==> config.mk <==
export PLATFORM = sky130hd
export DESIGN_NAME = sixirq_gating
export DESIGN_NICKNAME = d
export VERILOG_FILES = /design/src/hw/sixirq_pkg.sv /design/src/hw/sixirq_gating.sv
export SDC_FILE = /design/constraint.sdc
export NUM_CORES = 1
export LEC_CHECK = 0
export ABC_AREA = 1
export BUFFER_PORTS_ARGS = -buffer_cell sky130_fd_sc_hd__buf_2
export CELL_PAD_IN_SITES_DETAIL_PLACEMENT = 1
export CELL_PAD_IN_SITES_GLOBAL_PLACEMENT = 2
export CORE_MARGIN = 4
export CORE_UTILIZATION = 35
export DETAILED_ROUTE_END_ITERATION = 10
export GPL_TIMING_DRIVEN = 0
export PLACE_DENSITY_LB_ADDON = 0.1
export SLEW_MARGIN = 5
export SYNTH_ARGS = -nofsm -noshare
export SYNTH_HDL_FRONTEND = slang
export SYNTH_SLANG_ARGS = --single-unit
==> constraint.sdc <==
create_clock -name clk -period 2.6 [get_ports clk]
set_input_delay 0.52 -clock clk [delete_from_list [all_inputs] [get_ports clk]]
set_output_delay 0.52 -clock clk [all_outputs]
set_load 0.05 [all_outputs]
==> src/hw/sixirq_pkg.sv <==
/*
 * Constants for the six-source interrupt gating block: enable register
 * bit map, register offsets of the plain register port, reset values,
 * machine-cycle state numbers and vector indices.
 * Assumes a single 100 MHz clock with a synchronous active-low reset.
 */
package sixirq_pkg;
    localparam int ADDR_W = 4;
    localparam int DATA_W = 8;
    localparam int NUM_SRC = 6;
    // Register offsets.
    localparam logic [3:0] OFS_ENABLE_MASK = 4'h0;
    localparam logic [3:0] OFS_T2_CONTROL = 4'h1;
    localparam logic [3:0] OFS_MODE = 4'h2;
    localparam logic [3:0] OFS_EVT_STATUS = 4'h3;
    localparam logic [3:0] OFS_EVT_CLEAR = 4'h4;
    localparam logic [3:0] OFS_EVT_ENABLE = 4'h5;
    localparam logic [3:0] OFS_PENDING = 4'h6;
    // Enable register bit positions.
    localparam int BIT_GLOBAL = 7;
    localparam int BIT_RESERVED = 6;
    localparam int BIT_TIMER2 = 5;
    localparam int BIT_SERIAL = 4;
    localparam int BIT_TIMER1 = 3;
    localparam int BIT_EXT1 = 2;
    localparam int BIT_TIMER0 = 1;
    localparam int BIT_EXT0 = 0;
    // Timer 2 control register flag positions.
    localparam int BIT_T2_OVF = 7;
    localparam int BIT_T2_EXT = 6;
    // Mode register bit positions.
    localparam int BIT_MODE_UPDOWN = 0;
    localparam int BIT_MODE_BAUD = 1;
    localparam int BIT_MODE_IDLE = 2;
    // Reset values.
    localparam logic [7:0] RST_ENABLE_MASK = 8'h00;
    localparam logic [7:0] RST_T2_CONTROL = 8'h00;
    localparam logic [7:0] RST_MODE = 8'h00;
    localparam logic [7:0] RST_EVT = 8'h00;
    // Machine-cycle states: six states of two phases each.
    localparam logic [2:0] STATE_T2_SET = 3'h2;
    localparam logic [2:0] STATE_T01_SET = 3'h5;
    localparam logic [2:0] STATE_LAST = 3'h6;
    localparam logic [2:0] STATE_FIRST = 3'h1;
    // Polling-order vector indices.
    localparam logic [2:0] VEC_EXT0 = 3'h0;
    localparam logic [2:0] VEC_TIMER0 = 3'h1;
    localparam logic [2:0] VEC_EXT1 = 3'h2;
    localparam logic [2:0] VEC_TIMER1 = 3'h3;
    localparam logic [2:0] VEC_SERIAL = 3'h4;
    localparam logic [2:0] VEC_TIMER2 = 3'h5;
    localparam logic [2:0] VEC_NONE = 3'h7;
    // Event status bits.
    localparam int EVT_VECTOR = 0;
    localparam int EVT_WAKE = 1;
    localparam int EVT_T2_OVF = 2;
    localparam int EVT_T2_EXT = 3;
endpackage

==> src/hw/sixirq_gating.sv <==
/*
 * Interrupt request gating for six sources with per-source and global
 * enables, timer 2 request flags, machine-cycle timed flag setting and
 * polling, fixed-priority vector selection and idle wake-up.
 * Assumes pins extIrqPin0/1 are asynchronous and all other inputs come
 * from logic on clk; the CPU core acknowledges a request with vecAck.
 */
// Design decisions made here: the strobed register port and the register offsets.
`timescale 1ns/1ps
module sixirq_gating
    import sixirq_pkg::*;
(
    input wire logic clk,
    input wire logic rst_n,
    input wire logic clkEn,
    input wire logic [ADDR_W-1:0] regAddr,
    input wire logic [DATA_W-1:0] regWdata,
    input wire logic regWr,
    input wire logic regRd,
    output logic [DATA_W-1:0] regRdata,
    input wire logic extIrqPin0,
    input wire logic extIrqPin1,
    input wire logic timer0Overflow,
    input wire logic timer1Overflow,
    input wire logic timer2Rollover,
    input wire logic timer2ExtEvent,
    input wire logic serialIrq,
    input wire logic vecAck,
    output logic irqValid,
    output logic [2:0] irqVector,
    output logic cpuIdle,
    output logic evtIrq
);
    logic [DATA_W-1:0] enableMask_ff, nxt_enableMask;
    logic [DATA_W-1:0] t2Control_ff, nxt_t2Control;
    logic [DATA_W-1:0] mode_ff, nxt_mode;
    logic [DATA_W-1:0] evtStatus_ff, nxt_evtStatus;
    logic [DATA_W-1:0] evtEnable_ff, nxt_evtEnable;
    logic [DATA_W-1:0] regRdata_ff, nxt_regRdata;
    logic [1:0] pin0Sync_ff, pin1Sync_ff;
    logic t0Flag_ff, nxt_t0Flag, t1Flag_ff, nxt_t1Flag;
    logic t0Ovf_ff, nxt_t0Ovf, t1Ovf_ff, nxt_t1Ovf;
    logic t2Ovf_ff, nxt_t2Ovf;
    logic [2:0] state_ff, nxt_state;
    logic phase_ff, nxt_phase;
    logic [NUM_SRC-1:0] polled_ff, nxt_polled;
    logic [2:0] vector_ff, nxt_vector;
    logic valid_ff, nxt_valid;
    logic [NUM_SRC-1:0] rawReq, gatedReq;
    logic t2Request, cycleEnd;

    // Picks the first pending source in polling order.
    function automatic logic [2:0] pickVector(input logic [NUM_SRC-1:0] req);
        logic [2:0] v;
        v = VEC_NONE;
        for (int i = NUM_SRC - 1; i >= 0; i--) begin
            if (req[i]) begin
                v = 3'(i);
            end
        end
        return v;
    endfunction

    // Writes a register when the strobe hits its offset.
    function automatic logic hit(input logic [ADDR_W-1:0] a, input logic [3:0] ofs,
        input logic wr);
        return wr && (a == ADDR_W'(ofs));
    endfunction

    // Marks the second phase of a given machine-cycle state.
    function automatic logic atSlot(input logic [2:0] st, input logic ph,
        input logic [2:0] want);
        return ph && (st == want);
    endfunction

    // Two-stage synchronisers for the asynchronous request pins.
    always_ff @(posedge clk) begin
        if (!rst_n) begin
            // The pins idle high, so the stages start high and no false request follows reset.
            pin0Sync_ff <= 2'h3;
            pin1Sync_ff <= 2'h3;
        end else if (clkEn) begin
            pin0Sync_ff <= {pin0Sync_ff[0], extIrqPin0};
            pin1Sync_ff <= {pin1Sync_ff[0], extIrqPin1};
        end
    end

    assign cycleEnd = atSlot(state_ff, phase_ff, STATE_LAST);

    // Machine-cycle sequencer: states one to six, two phases each.
    always_comb begin
        nxt_phase = ~phase_ff;
        nxt_state = state_ff;
        if (phase_ff) begin
            nxt_state = cycleEnd ? STATE_FIRST : state_ff + 3'h1;
        end
    end

    // Reset starts the sequence at state one, first phase.
    always_ff @(posedge clk) begin
        if (!rst_n) begin
            state_ff <= STATE_FIRST;
            phase_ff <= 1'b0;
        end else if (clkEn) begin
            state_ff <= nxt_state;
            phase_ff <= nxt_phase;
        end
    end

    // Timer flag staging and request formation.
    always_comb begin
        nxt_t0Ovf = t0Ovf_ff | timer0Overflow;
        nxt_t1Ovf = t1Ovf_ff | timer1Overflow;
        nxt_t0Flag = t0Flag_ff;
        nxt_t1Flag = t1Flag_ff;
        nxt_t2Ovf = t2Ovf_ff | (timer2Rollover && !mode_ff[BIT_MODE_BAUD]);
        nxt_t2Control = t2Control_ff;
        // An acknowledge clears the old flag first, so that an overflow set
        // in the same cycle is not lost.
        if (vecAck && vector_ff == VEC_TIMER0) begin
            nxt_t0Flag = 1'b0;
        end
        if (vecAck && vector_ff == VEC_TIMER1) begin
            nxt_t1Flag = 1'b0;
        end
        if (atSlot(state_ff, phase_ff, STATE_T01_SET)) begin
            nxt_t0Flag = nxt_t0Flag | t0Ovf_ff;
            nxt_t1Flag = nxt_t1Flag | t1Ovf_ff;
            nxt_t0Ovf = timer0Overflow;
            nxt_t1Ovf = timer1Overflow;
        end
        if (hit(regAddr, OFS_T2_CONTROL, regWr)) begin
            nxt_t2Control = regWdata;
        end
        // Hardware sets of the timer 2 flags follow the software write, so they win.
        if (atSlot(state_ff, phase_ff, STATE_T2_SET) && t2Ovf_ff) begin
            nxt_t2Control[BIT_T2_OVF] = 1'b1;
            nxt_t2Ovf = timer2Rollover && !mode_ff[BIT_MODE_BAUD];
        end
        if (timer2ExtEvent) begin
            nxt_t2Control[BIT_T2_EXT] = 1'b1;
        end
    end

    // Timer 2 flags are cleared only by software writes, never by vecAck.
    always_ff @(posedge clk) begin
        if (!rst_n) begin
            t0Flag_ff <= 1'b0;
            t1Flag_ff <= 1'b0;
            t0Ovf_ff <= 1'b0;
            t1Ovf_ff <= 1'b0;
            t2Ovf_ff <= 1'b0;
            t2Control_ff <= RST_T2_CONTROL;
        end else if (clkEn) begin
            t0Flag_ff <= nxt_t0Flag;
            t1Flag_ff <= nxt_t1Flag;
            t0Ovf_ff <= nxt_t0Ovf;
            t1Ovf_ff <= nxt_t1Ovf;
            t2Ovf_ff <= nxt_t2Ovf;
            t2Control_ff <= nxt_t2Control;
        end
    end

    // Raw requests per vector slot, then the per-source and global gates.
    always_comb begin
        t2Request = t2Control_ff[BIT_T2_OVF]
            | (t2Control_ff[BIT_T2_EXT] && !mode_ff[BIT_MODE_UPDOWN]);
        rawReq = '0;
        rawReq[VEC_EXT0] = ~pin0Sync_ff[1];
        rawReq[VEC_TIMER0] = t0Flag_ff;
        rawReq[VEC_EXT1] = ~pin1Sync_ff[1];
        rawReq[VEC_TIMER1] = t1Flag_ff;
        rawReq[VEC_SERIAL] = serialIrq;
        rawReq[VEC_TIMER2] = t2Request;
        gatedReq[VEC_EXT0] = rawReq[VEC_EXT0] & enableMask_ff[BIT_EXT0];
        gatedReq[VEC_TIMER0] = rawReq[VEC_TIMER0] & enableMask_ff[BIT_TIMER0];
        gatedReq[VEC_EXT1] = rawReq[VEC_EXT1] & enableMask_ff[BIT_EXT1];
        gatedReq[VEC_TIMER1] = rawReq[VEC_TIMER1] & enableMask_ff[BIT_TIMER1];
        gatedReq[VEC_SERIAL] = rawReq[VEC_SERIAL] & enableMask_ff[BIT_SERIAL];
        gatedReq[VEC_TIMER2] = rawReq[VEC_TIMER2] & enableMask_ff[BIT_TIMER2];
        if (!enableMask_ff[BIT_GLOBAL]) begin
            gatedReq = '0;
        end
    end

    // Polling once per machine cycle; a new vector is offered at cycle end.
    always_comb begin
        nxt_polled = polled_ff;
        nxt_vector = vector_ff;
        nxt_valid = valid_ff;
        if (atSlot(state_ff, phase_ff, STATE_T2_SET)) begin
            nxt_polled = gatedReq;
            // The timer 2 overflow reaches its flag on this same edge; polling it
            // here keeps it inside the machine cycle of the overflow.
            nxt_polled[VEC_TIMER2] = gatedReq[VEC_TIMER2] | (t2Ovf_ff
                && enableMask_ff[BIT_GLOBAL] && enableMask_ff[BIT_TIMER2]);
        end
        if (vecAck) begin
            nxt_valid = 1'b0;
        end
        if (cycleEnd && !valid_ff) begin
            nxt_vector = pickVector(polled_ff & gatedReq);
            nxt_valid = |(polled_ff & gatedReq);
        end
    end

    always_ff @(posedge clk) begin
        if (!rst_n) begin
            polled_ff <= '0;
            vector_ff <= VEC_NONE;
            valid_ff <= 1'b0;
        end else if (clkEn) begin
            polled_ff <= nxt_polled;
            vector_ff <= nxt_vector;
            valid_ff <= nxt_valid;
        end
    end

    // Register file and event status.
    always_comb begin
        nxt_enableMask = enableMask_ff;
        nxt_mode = mode_ff;
        nxt_evtEnable = evtEnable_ff;
        nxt_evtStatus = evtStatus_ff;
        nxt_regRdata = '0;
        if (hit(regAddr, OFS_ENABLE_MASK, regWr)) begin
            nxt_enableMask = regWdata;
            nxt_enableMask[BIT_RESERVED] = 1'b0;
        end
        if (hit(regAddr, OFS_MODE, regWr)) begin
            nxt_mode = regWdata;
        end
        if (hit(regAddr, OFS_EVT_ENABLE, regWr)) begin
            nxt_evtEnable = regWdata;
        end
        if (hit(regAddr, OFS_EVT_CLEAR, regWr)) begin
            nxt_evtStatus = evtStatus_ff & ~regWdata;
        end
        // Event sets follow the clear, so that a set in the same cycle wins.
        // Idle mode is entered by software and left on any enabled request.
        if (mode_ff[BIT_MODE_IDLE] && |gatedReq) begin
            nxt_mode[BIT_MODE_IDLE] = 1'b0;
            nxt_evtStatus[EVT_WAKE] = 1'b1;
        end
        if (cycleEnd && !valid_ff && |(polled_ff & gatedReq)) begin
            nxt_evtStatus[EVT_VECTOR] = 1'b1;
        end
        if (atSlot(state_ff, phase_ff, STATE_T2_SET) && t2Ovf_ff) begin
            nxt_evtStatus[EVT_T2_OVF] = 1'b1;
        end
        if (timer2ExtEvent) begin
            nxt_evtStatus[EVT_T2_EXT] = 1'b1;
        end
        // Read data goes to zero after each enabled cycle without a read strobe, and holds while clkEn is low.
        if (regRd) begin
            unique case (regAddr)
                OFS_ENABLE_MASK: nxt_regRdata = enableMask_ff;
                OFS_T2_CONTROL: nxt_regRdata = t2Control_ff;
                OFS_MODE: nxt_regRdata = mode_ff;
                OFS_EVT_STATUS: nxt_regRdata = evtStatus_ff;
                OFS_EVT_ENABLE: nxt_regRdata = evtEnable_ff;
                OFS_PENDING: nxt_regRdata = {2'h0, rawReq};
                default: nxt_regRdata = '0;
            endcase
        end
    end

    always_ff @(posedge clk) begin
        if (!rst_n) begin
            enableMask_ff <= RST_ENABLE_MASK;
            mode_ff <= RST_MODE;
            evtEnable_ff <= RST_EVT;
            evtStatus_ff <= RST_EVT;
            regRdata_ff <= '0;
        end else if (clkEn) begin
            enableMask_ff <= nxt_enableMask;
            mode_ff <= nxt_mode;
            evtEnable_ff <= nxt_evtEnable;
            evtStatus_ff <= nxt_evtStatus;
            regRdata_ff <= nxt_regRdata;
        end
    end

    assign regRdata = regRdata_ff;
    assign irqValid = valid_ff;
    assign irqVector = vector_ff;
    assign cpuIdle = mode_ff[BIT_MODE_IDLE];
    // The event interrupt is a level, high while any enabled status bit is set.
    assign evtIrq = |(evtStatus_ff & evtEnable_ff);
endmodule // sixirq_gating

Word level (Yosys, flattened, before mapping)
Cells that the tools add are included.
{"block": "op_classes", "n_addsub": 1, "n_eq_ne": 11, "muxes": 29, "bitwise_logic": 20, "n_reduce_logical": 49}
{"op": "8-bit one-hot mux with 6 select lines", "count": 1}
{"op": "2-bit AND reduction", "count": 16}
{"op": "3-bit 2-to-1 mux", "count": 7}
{"op": "1-bit logical AND", "count": 18}
{"op": "8-bit bitwise AND", "count": 2}
{"op": "1-bit 2-to-1 mux", "count": 16}
{"op": "8-bit 2-to-1 mux", "count": 2}
{"op": "2-bit nonzero test", "count": 8}
{"op": "4-bit by 3-bit == test with 1-bit output, second input constant", "count": 3}
{"op": "6-bit OR reduction", "count": 2}
{"op": "4-bit by 2-bit == test with 1-bit output, second input constant", "count": 2}
{"op": "8-bit inverter", "count": 1}
{"op": "8-bit OR reduction", "count": 1}
{"op": "1-bit OR", "count": 7}
{"op": "1-bit bitwise AND", "count": 6}
{"op": "6-bit bitwise AND", "count": 1}
{"op": "3-bit by 2-bit == test with 1-bit output, second input constant", "count": 2}
{"op": "3-bit == test, second input constant", "count": 2}
{"op": "6-bit 2-to-1 mux", "count": 1}
{"op": "4-bit by 1-bit == test with 1-bit output, second input constant", "count": 1}
{"op": "4-bit zero test", "count": 1}
{"op": "4-bit 2-to-1 mux", "count": 1}
{"op": "3-bit by 1-bit adder with 3-bit output, second input constant", "count": 1}
{"op": "3-bit by 1-bit == test with 1-bit output, second input constant", "count": 1}
{"op": "other kinds (3)", "count": 7}
{"block": "totals", "register_bits": 70, "inputBits": 25, "out_inout_bits": 14, "word_cells": 135}

Depth between registers and ports, before layout
Gate-level depths: netlist of run 1.
{"block": "logic_depth", "ltp_word": 12, "ltp_mapped": 10}

Worst setup path after synthesis of run 1
OpenSTA, ideal clock, no wires.
{"block": "synth_path", "path_type": "register to output", "from": "register evtStatus_ff[6]", "to": "output evtIrq", "arrival_ns": 1.009, "setup_slack_ns": 1.071, "path_stages_with_launch": 4, "path_cell_list": "dfxtp_1 -> a22o_1 -> a21oi_1 -> nand3_1"}
{"block": "synth_via", "elab_chain_cells": 2}
{"element": "start: declaration", "line": "sixirq_gating.sv:37", "source": "logic [DATA_W-1:0] evtStatus_ff, nxt_evtStatus;"}
{"element": "start signal: assignment", "line": "sixirq_gating.sv:279", "source": "evtStatus_ff <= nxt_evtStatus;"}
{"element": "8-bit bitwise AND", "line": "sixirq_gating.sv:289", "source": "assign evtIrq = |(evtStatus_ff & evtEnable_ff);"}
{"element": "8-bit OR reduction", "line": "sixirq_gating.sv:289"}
{"element": "end: declaration", "line": "sixirq_gating.sv:32", "source": "output logic evtIrq"}
No other way between the ends.

Final worst setup path of run 1
{"block": "layout_path", "from": "register evtEnable_ff[2]", "to": "output evtIrq"}
{"block": "layout_via", "elab_chain_cells": 2}
{"element": "start: declaration", "line": "sixirq_gating.sv:38", "source": "logic [DATA_W-1:0] evtEnable_ff, nxt_evtEnable;"}
{"element": "start signal: assignment", "line": "sixirq_gating.sv:278", "source": "evtEnable_ff <= nxt_evtEnable;"}
{"element": "8-bit bitwise AND", "line": "sixirq_gating.sv:289"}
{"element": "8-bit OR reduction", "line": "sixirq_gating.sv:289"}
No other way between the ends.

==> results.py, run 1 <==
metrics = {
    "final_layout": {
        "final_common_cell": "nand2_1",
        "most-common-layout-cells": "nand2_1 (118), dfxtp_1 (70), a21oi_1 (55), inv_1 (50)",
        "area.growth.synth_to_final_pct": 16.9,
        "antenna_cells_inserted": 0,
        "post_route_cells_drive_above_1_share_pct": 18.4,
        "post-route-util_pct": 42.1,
        "nets": 551,
    },
    "timing": {
        "report.final.hold_viol_count": 0,
        "maxClockFrequency_mhz": 527,
        "final.period_utilization_pct": 73.0,
        "grt_setup_unrepaired": "false",
        "skew_ns": 0.0119,
        "max_slew.worst_pin.slew_ns": 0.647,
        "setup_total_negative_slack_ns": 0,
        "clock_period_minus_worst_slack_ns": 1.90,
        "timing.final.max_slew_violations": 0,
        "setup_viol_count_final": 0,
        "relSlewSlack_pct": 56.8,
    },
    "critical_path": {
        "critPathArrivalTime_ns": 1.38,
        "timing.critical_path.from_type": "flip-flop",
        "critical-path-slowest-cell": "dfxtp_1",
        "worstSetupEndpointType": "output port",
        "critical_path_depth": 4,
        "crit_required_ns": 2.08,
        "critical-path-top-delay-family": "flip-flops",
        "path_depth_of_the_worst_reg2reg_path": 10,
        "timing.rr.start": "state_ff[0]$_SDFFE_PN1P_",
        "critPathKind": "flip-flop to output port",
        "critical_path_cell_by_cell": "a22o_1, nor2_1, nand3_1, buf_2",
        "worstReg2RegEnd": "irqVector[1]$_SDFFE_PN1P_",
        "capturing_element_of_the_worst_setup_path": "evtIrq",
        "path_max_fanout": 3,
        "ff2ff_setup_slack_ns": 1.12,
        "critical_path.max_stage_delay_ns": 0.34,
        "wp_buf_inv": 1,
        "setup.worst_path.start": "evtEnable_ff[2]$_SDFFE_PN0P_",
    },
    "pwr": {
        "p_comb_share_pct": 7.2,
        "largest_vdd_supply_drop_v": 0.000299,
        "powerDensity_nw_per_um2": 581,
        "internal_power_w": 0.00170,
        "power.share.sequential_pct": 48.8,
        "power.share.switching_pct": 24.7,
        "p_sw_w": 0.000558,
        "clock_power_share_pct": 44.0,
        "total_leakage_power_nw": 1.67,
    },
    "route": {
        "final_antenna_net_count": 0,
        "drt_pre_antenna_iters": 4,
        "drt-initial-drc-count": 118,
        "num_vias": 3252,
        "drt_drc_violations_left": 0,
        "routed_wire_length_per_instance_um": 16.4,
        "routed_via_density": 4.95,
        "totalWireLength_mm": 10.7,
    },
    "clock_tree": {
        "worst_skew_pair.late_latency_ns": 0.35,
        "ctsRootBufferMaster": "clkbuf_8",
        "cts_inserted_buffers": 9,
        "cts.hold.buffers_added": 0,
        "cts.repair_timing.setup_buffer_count": 0,
        "clk_transition_reported_paths_ns": 0.07,
        "cts_tree": "done",
        "cts_num_sinks": 70,
        "number_of_gates_resized_after_cts": 0,
        "clk_path_buf_depth": 2,
        "htree_num_levels": 3,
    },
    "logic_synthesis": {
        "syn_area_per_cell_um2": 7.00,
        "seq_area_frac_synth_pct": 42.1,
        "flop_and_latch_count_out_of_synthesis": 70,
        "ys_warn_count": 0,
        "synth_area_um2": 3330,
        "netlist-cell-type-count": 30,
        "synth_fp_nets": 503,
        "synth_cells": 475,
    },
    "die": {
        "dieArea_um2": 11100,
        "number_of_rows_in_the_core_area": 35,
        "effective_utilization_at_floorplan_pct": 36.0,
        "io_pins": 39,
        "die-height_um": 105,
        "fp.dieW_um": 105,
        "core_region_area_um2": 9240,
    },
    "global_routing": {
        "globalRoute.totalOverflow": 0,
        "grt_start_max_net_pins": 12,
        "first_global_vias": 3427,
        "globalRouteTotalUtil_pct": 20.3,
        "grt_pass1_wl_mm": 17.5,
        "initial_antenna_violation_count": 0,
    },
    "flow_run": {
        "max_cap_viols": 0,
    },
    "worst_hold_path": {
        "hold_path_class": "primary input to flip-flop",
        "hold_path.startpoint": "extIrqPin1",
    },
    "run_status": {
        "status": "complete, no violations",
    },
    "placed_design": {
        "detailed_place_hpwl_mm": 8.13,
        "finalWeightedCongestion": 0.794,
        "total_of_buffers_placed_on_input_and_output_ports": 37,
    },
}
-- metal layers --
layer	part of all wire, %	routed length [µm]	track usage, %	vias up
li1	-	-	-	1631
met1	45	4870	25.1	1544
met2	49	5220	34.1	59
met3	3.5	379	4.53	18
met4	2.6	276	8.25	0
met5	0	0	0	-
-- power by group through the flow --
stage          clock (W)  sequential [W]  combinational (W)
3_3_place_gp           0         0.00113           0.000160
5_1_grt          0.00107         0.00111           0.000182
2_1_floorplan          0         0.00112          0.0000927
6_report        0.000995         0.00110           0.000162
4_1_cts          0.00102         0.00110           0.000165
3_5_place_dp           0         0.00113           0.000164
-- area by class of cell --
type	instances	area, µm²
multi-input cells	327	1610
clock inverters	4	70.1
fillers	1244	5350
inverters	61	231
plain buffers	17	87.6
flip-flops and latches	70	1400
clock buffers	12	145
well taps	129	161
repair buffers	37	185
-- worst reg2reg max path: stages, from the launching register on --
cell	delay, ns
dfxtp_1	0.33
inv_1	0.10
ha_1	0.15
inv_1	0.05
nor2_1	0.17
inv_2	0.09
nor3_4	0.22
inv_2	0.07
nor2_1	0.09
o21ai_0	0.10
nand2_1	0.07
-- worst min-delay path by stage --
stage	to	slack, ns	cells after the start
4_1_cts	pin1Sync_ff[0]$_SDFFE_PN1P_	0.39	3
2_1_floorplan	mode_ff[3]$_SDFFE_PN0P_	0.42	2
3_5_place_dp	t2Control_ff[2]$_SDFFE_PN0P_	0.44	2
5_1_grt	t0Ovf_ff$_SDFFE_PN0P_	0.42	3
3_3_place_gp	t2Control_ff[5]$_SDFFE_PN0P_	0.43	2
6_report	pin1Sync_ff[0]$_SDFFE_PN1P_	0.41	3
-- kinds of logic after synthesis --
| group | Yosys count | synth area share (%) |
|---|---|---|
| buffers and inverters | 78 | 9.59 |
| adder cells (fa/ha/maj) | 3 | 1.13 |
| AO/OA/AOI/OAI | 115 | 18.8 |
| AND/OR/NAND/NOR | 208 | 28.1 |
| flip-flops | 70 | 42.1 |
| XOR/XNOR | 1 | 0.263 |
-- metrics by stage --
| stage | area (µm²) | setup slack (ns) | total power, W | hold WS, ns | instances |
|---|---|---|---|---|---|
| finish | 3890 | 0.701 | 0.00226 | 0.410 | 657 |
| global route | 3890 | 0.623 | 0.00235 | 0.415 | 657 |
| CTS | 3890 | 0.686 | 0.00229 | 0.390 | 657 |
| detailed placement | 3670 | 0.556 | 0.00129 | 0.441 | 641 |
| global placement | 3670 | 0.633 | 0.00129 | 0.434 | 641 |
| floorplan | 3330 | 1.07 | 0.00122 | 0.424 | 475 |
-- Yosys cell counts (all sizes together) --
cell	count	area, µm²
xor2	1	8.76
a22o	3	26.3
nand3	37	200
clkbuf	9	33.8
nor2	34	155
ha	3	37.5
clkinv	3	13.8
buf	8	53.8
a21oi	59	310
dfxtp	70	1400
o21ai	50	265
nand4	6	37.5
nand2	128	510
nor3	3	31.3
inv	58	218
o211ai	3	22.5
-- state kept, by name, summed over array words and instances (netlist names) --
register       cells
t2Control_ff       8
irqValid           1
evtEnable_ff       8
t1Ovf_ff           1
regRdata           8
polled_ff          6
state_ff           3
enableMask_ff      7
mode_ff            8
pin1Sync_ff        2
pin0Sync_ff        2
phase_ff           1
irqVector          3
t0Ovf_ff           1
evtStatus_ff       8
t0Flag_ff          1
t1Flag_ff          1
t2Ovf_ff           1
(Power assumes the default switching activity.)
==> run 2, diff against run 1 <==
--- a/config.mk
+++ b/config.mk
@@ -10,7 +10,7 @@
 export CELL_PAD_IN_SITES_DETAIL_PLACEMENT = 1
 export CELL_PAD_IN_SITES_GLOBAL_PLACEMENT = 2
 export CORE_MARGIN = 4
-export CORE_UTILIZATION = 35
+export CORE_UTILIZATION = 32
 export DETAILED_ROUTE_END_ITERATION = 10
 export GPL_TIMING_DRIVEN = 0
 export PLACE_DENSITY_LB_ADDON = 0.1
==> constraint.sdc (replaced) <==
create_clock -name clk -period 1.75 [get_ports clk]
set_input_delay 0.35 -clock clk [delete_from_list [all_inputs] [get_ports clk]]
set_output_delay 0.35 -clock clk [all_outputs]
set_load 0.05 [all_outputs]
==> run 2 against run 1 <==
Clock skew decreased by 0.0013 ns. Sequential power increased by 49%. Design area decreased by 0.74%. Critical endpoint unchanged. Global-route usage decreased by 0.71 points.
==> results.py, run 2 (synthesis results as in run 1) <==
metrics = {
    "timing": {
        "report.final.hold_viol_count": 0,
        "setup_total_negative_slack_ns": 0,
        "maxClockFrequency_mhz": 596,
        "timing.final.max_slew_violations": 0,
        "max_slew.worst_pin.slew_ns": 0.697,
        "final.period_utilization_pct": 95.9,
        "relSlewSlack_pct": 53.5,
        "holdWs_ns": 0.216,
        "setup_viol_count_final": 0,
        "skew_ns": 0.0106,
        "clock_period_minus_worst_slack_ns": 1.68,
        "grt_setup_unrepaired": "true",
        "setup_ws_ns": 0.0716,
    },
    "critical_path": {
        "timing.critical_path.from_type": "flip-flop",
        "worstSetupEndpointType": "output port",
        "critPathArrivalTime_ns": 1.33,
        "path_max_fanout": 3,
        "critPathKind": "flip-flop to output port",
        "crit_required_ns": 1.40,
    },
    "final_layout": {
        "area.growth.synth_to_final_pct": 16.0,
        "final_common_cell": "nand2_1",
        "post_layout_nonfiller_instances": 660,
        "antenna_cells_inserted": 0,
        "post_route_cells_drive_above_1_share_pct": 18.4,
        "nets": 551,
        "most-common-layout-cells": "nand2_1 (118), dfxtp_1 (70), a21oi_1 (55), inv_1 (50), o21ai_0 (41)",
    },
    "clock_tree": {
        "cts_inserted_buffers": 9,
        "cts.hold.buffers_added": 0,
        "ctsRootBufferMaster": "clkbuf_8",
        "cts.repair_timing.setup_buffer_count": 0,
        "cts_num_sinks": 70,
        "worst_skew_pair.late_latency_ns": 0.35,
        "htree_num_levels": 3,
        "clk_transition_reported_paths_ns": 0.08,
        "cts_tree": "done",
        "clk_path_buf_depth": 2,
    },
    "placed_design": {
        "total_of_buffers_placed_on_input_and_output_ports": 37,
        "placement_setup_slack_ns": -0.0869,
        "detailed_place_hpwl_mm": 8.22,
        "finalWeightedCongestion": 0.795,
        "dp_cells": 645,
    },
    "die": {
        "effective_utilization_at_floorplan_pct": 33.4,
        "number_of_rows_in_the_core_area": 36,
        "fp.dieW_um": 110,
        "core_region_area_um2": 9950,
        "die-height_um": 110,
        "io_pins": 39,
        "dieArea_um2": 12100,
    },
    "worst_hold_path": {
        "hold_path_class": "primary input to flip-flop",
    },
    "run_status": {
        "status": "complete, no violations",
    },
    "global_routing": {
        "first_global_vias": 3308,
        "grt_pass1_wl_mm": 17.7,
        "initial_antenna_violation_count": 0,
        "globalRoute.totalOverflow": 0,
        "grt_start_max_net_pins": 11,
        "globalRouteTotalUtil_pct": 19.6,
    },
    "route": {
        "routed_wire_length_per_instance_um": 16.4,
        "drt_drc_violations_left": 0,
        "num_vias": 3250,
        "totalWireLength_mm": 10.8,
        "routed_via_density": 4.92,
        "final_antenna_net_count": 0,
        "drt_pre_antenna_iters": 4,
        "drt-initial-drc-count": 126,
    },
    "pwr": {
        "powerDensity_nw_per_um2": 803,
        "largest_vdd_supply_drop_v": 0.000273,
        "p_total_w": 0.00310,
        "total_leakage_power_nw": 1.65,
    },
    "flow_run": {
        "max_cap_viols": 0,
    },
}
==> run 2: cell type report <==
class,instances,area (µm²)
flip-flops and latches,70,1400
plain buffers,17,87.6
inverters,61,231
clock inverters,1,5.00
fillers,1309,6100
clock buffers,14,163
well taps,133,166
repair buffers,37,191
multi-input cells,327,1610
==> run 2: power by group <==
part | total, W | switching [W] | internal [W]
clock network | 0.00122 | 0.000632 | 0.000586
logic | 0.000241 | 0.000172 | 0.0000694
registers | 0.00164 | 0.0000194 | 0.00162
total | 0.00310 | 0.000823 | 0.00227
==> run 2: final timing paths <==
check	start	slack (ns)	to	cells after the start
hold reg to reg	mode_ff[7]$_SDFFE_PN0P_	0.45	mode_ff[7]$_SDFFE_PN0P_	2
setup reg to reg	state_ff[0]$_SDFFE_PN1P_	0.26	irqVector[0]$_SDFFE_PN1P_	9
hold / removal	extIrqPin0	0.22	pin0Sync_ff[0]$_SDFFE_PN1P_	3
setup / recovery	evtStatus_ff[2]$_SDFFE_PN0P_	0.07	evtIrq	4
==> run 2: stage by stage <==
stage          cell area (µm²)  util (%)
2_1_floorplan             3330         -
3_3_place_gp              3680      36.9
3_5_place_dp              3680      36.9
4_1_cts                   3850      38.7
5_1_grt                   3860      38.8
6_report                  3860      38.8
==> run 2: routing by layer <==
layer	vias up	wire length, µm	track usage, %
met2	50	5190	34.0
li1	1636	-	-
met1	1552	5170	25.1
met5	-	0	0
met3	12	302	2.52
met4	0	138	6.41
==> run 2: worst max-delay path, stage by stage, from the launching register on <==
cell	delay, ns
dfxtp_1	0.33
a22o_1	0.24
nor2_2	0.14
nand3_2	0.10
buf_6	0.16
==> run 2: what timing repair did <==
item | in CTS | in global routing
pin swaps | 0 | 0
gates cloned | 0 | 0
setup endpoints to repair | 1 | 1
hold endpoints to repair | 0 | 0
gates resized for setup | 1 | 3
==> run 3, diff against run 2 <==
--- a/config.mk
+++ b/config.mk
@@ -11,9 +11,11 @@
 export CELL_PAD_IN_SITES_GLOBAL_PLACEMENT = 2
 export CORE_MARGIN = 4
 export CORE_UTILIZATION = 32
+export CTS_CLUSTER_DIAMETER = 60
 export DETAILED_ROUTE_END_ITERATION = 10
 export GPL_TIMING_DRIVEN = 0
 export PLACE_DENSITY_LB_ADDON = 0.1
+export RECOVER_POWER = 50
 export SLEW_MARGIN = 5
 export SYNTH_ARGS = -nofsm -noshare
 export SYNTH_HDL_FRONTEND = slang
==> constraint.sdc (replaced) <==
create_clock -name clk -period 1.75 [get_ports clk]
set_input_delay 0.2625 -clock clk [delete_from_list [all_inputs] [get_ports clk]]
set_output_delay 0.2625 -clock clk [all_outputs]
set_load 0.05 [all_outputs]
==> run 3 against run 2 <==
Routed wire length grew 0.32%. Combinational power shrank 2%. Design area fell by 1.6%. Final cell count is the same. Fmax is 2.1% higher. Critical endpoint unchanged.
==> results.py, run 3 (synthesis results as in run 1) <==
metrics = {
    "critical_path": {
        "crit_required_ns": 1.49,
        "path_max_fanout": 3,
        "critPathKind": "flip-flop to output port",
        "path_depth_of_the_worst_reg2reg_path": 9,
        "critPathArrivalTime_ns": 1.38,
        "timing.critical_path.from_type": "flip-flop",
        "worstSetupEndpointType": "output port",
    },
    "clock_tree": {
        "clk_transition_reported_paths_ns": 0.07,
        "cts_num_sinks": 70,
        "worst_skew_pair.late_latency_ns": 0.35,
        "clk_path_buf_depth": 2,
        "cts_inserted_buffers": 9,
        "cts.repair_timing.setup_buffer_count": 0,
        "number_of_gates_resized_after_cts": 0,
        "ctsRootBufferMaster": "clkbuf_8",
        "cts_tree": "done",
        "htree_num_levels": 3,
        "cts.hold.buffers_added": 0,
    },
    "timing": {
        "max_slew.worst_pin.slew_ns": 0.698,
        "setup_viol_count_final": 0,
        "skew_ns": 0.00971,
        "grt_setup_unrepaired": "false",
        "setup_total_negative_slack_ns": 0,
        "report.final.hold_viol_count": 0,
        "final.period_utilization_pct": 93.9,
        "timing.final.max_slew_violations": 0,
        "relSlewSlack_pct": 53.5,
        "holdWs_ns": 0.128,
        "maxClockFrequency_mhz": 608,
        "clock_period_minus_worst_slack_ns": 1.64,
    },
    "final_layout": {
        "area_taken_by_multi_input_logic_gates_um2": 1570,
        "register_area_um2": 1400,
        "antenna_cells_inserted": 0,
        "nets": 551,
        "area.growth.synth_to_final_pct": 14.2,
        "final_common_cell": "nand2_1",
        "most-common-layout-cells": "nand2_1 (120), dfxtp_1 (70), a21oi_1 (55), inv_1 (53), o21ai_0 (42)",
        "post_route_cells_drive_above_1_share_pct": 14.0,
        "n_fill_cell": 1316,
    },
    "worst_hold_path": {
        "hold_path_class": "primary input to flip-flop",
        "hold_path_depth": 3,
    },
    "global_routing": {
        "globalRoute.totalOverflow": 0,
        "globalRouteTotalUtil_pct": 19.6,
        "initial_antenna_violation_count": 0,
        "grt_start_max_net_pins": 11,
        "first_global_vias": 3308,
        "grt_pass1_wl_mm": 17.7,
    },
    "placed_design": {
        "detailed_place_hpwl_mm": 8.22,
        "total_of_buffers_placed_on_input_and_output_ports": 37,
        "finalWeightedCongestion": 0.795,
    },
    "flow_run": {
        "max_cap_viols": 0,
    },
    "route": {
        "drt_drc_violations_left": 0,
        "routed_wire_length_per_instance_um": 16.4,
        "final_antenna_net_count": 0,
        "num_vias": 3252,
        "drt_pre_antenna_iters": 4,
        "totalWireLength_mm": 10.8,
        "drt-initial-drc-count": 112,
        "routed_via_density": 4.93,
    },
    "pwr": {
        "total_leakage_power_nw": 1.60,
        "largest_vdd_supply_drop_v": 0.000273,
        "powerDensity_nw_per_um2": 813,
    },
    "run_status": {
        "status": "complete, no violations",
    },
    "die": {
        "dieArea_um2": 12100,
        "fp.dieW_um": 110,
        "die-height_um": 110,
        "core_region_area_um2": 9950,
        "number_of_rows_in_the_core_area": 36,
        "io_pins": 39,
        "effective_utilization_at_floorplan_pct": 33.4,
    },
}
==> run 3: through the flow <==
stage	setup WS (ns)	std cells	cell area (µm²)	util, %	power [W]
CTS	0.0769	660	3840	38.6	0.00313
detailed placement	0.000561	645	3680	36.9	0.00192
global placement	0.0516	645	3680	36.9	0.00192
finish	0.106	660	3800	38.2	0.00309
global route	0.00660	660	3800	38.2	0.00322
floorplan	0.457	475	3330	-	0.00181
==> run 3: final cells by class <==
cell class                 count  share of cell area, %
inverter                      61                   6.06
clock inverter                 1                  0.132
tap                          133                   4.38
buffer                        17                   2.31
clock buffer                  14                   4.28
multi-input combinational    327                   41.4
timing repair buffer          37                   4.58
sequential                    70                   36.9
==> run 3: final timing paths <==
check / start / to / slack (ns)
max: evtStatus_ff[0]$_SDFFE_PN0P_ / evtIrq / 0.11
min: extIrqPin0 / pin0Sync_ff[0]$_SDFFE_PN1P_ / 0.13
max reg2reg: state_ff[0]$_SDFFE_PN1P_ / irqVector[0]$_SDFFE_PN1P_ / 0.25
min reg2reg: t2Control_ff[2]$_SDFFE_PN0P_ / t2Control_ff[2]$_SDFFE_PN0P_ / 0.45
==> run 3: metal layers <==
layer  up-vias  GRT usage, %  part of all wire [%]
met5         -             0                     0
met4         0          6.41                   1.3
met3        12          2.52                   3.2
met2        63          34.0                    48
met1      1542          25.1                    48
li1       1635             -                     -
==> run 3: critical path, cell delays in order (launching register included) <==
cell,delay [ns]
dfxtp_1,0.34
a22o_1,0.25
nor2_1,0.13
nand3_1,0.12
buf_4,0.20
==> run 3: power by group <==
part | internal, W | total (W) | switching, W
sequential | 0.00162 | 0.00164 | 0.0000192
clock | 0.000586 | 0.00122 | 0.000631
combinational | 0.0000666 | 0.000235 | 0.000168
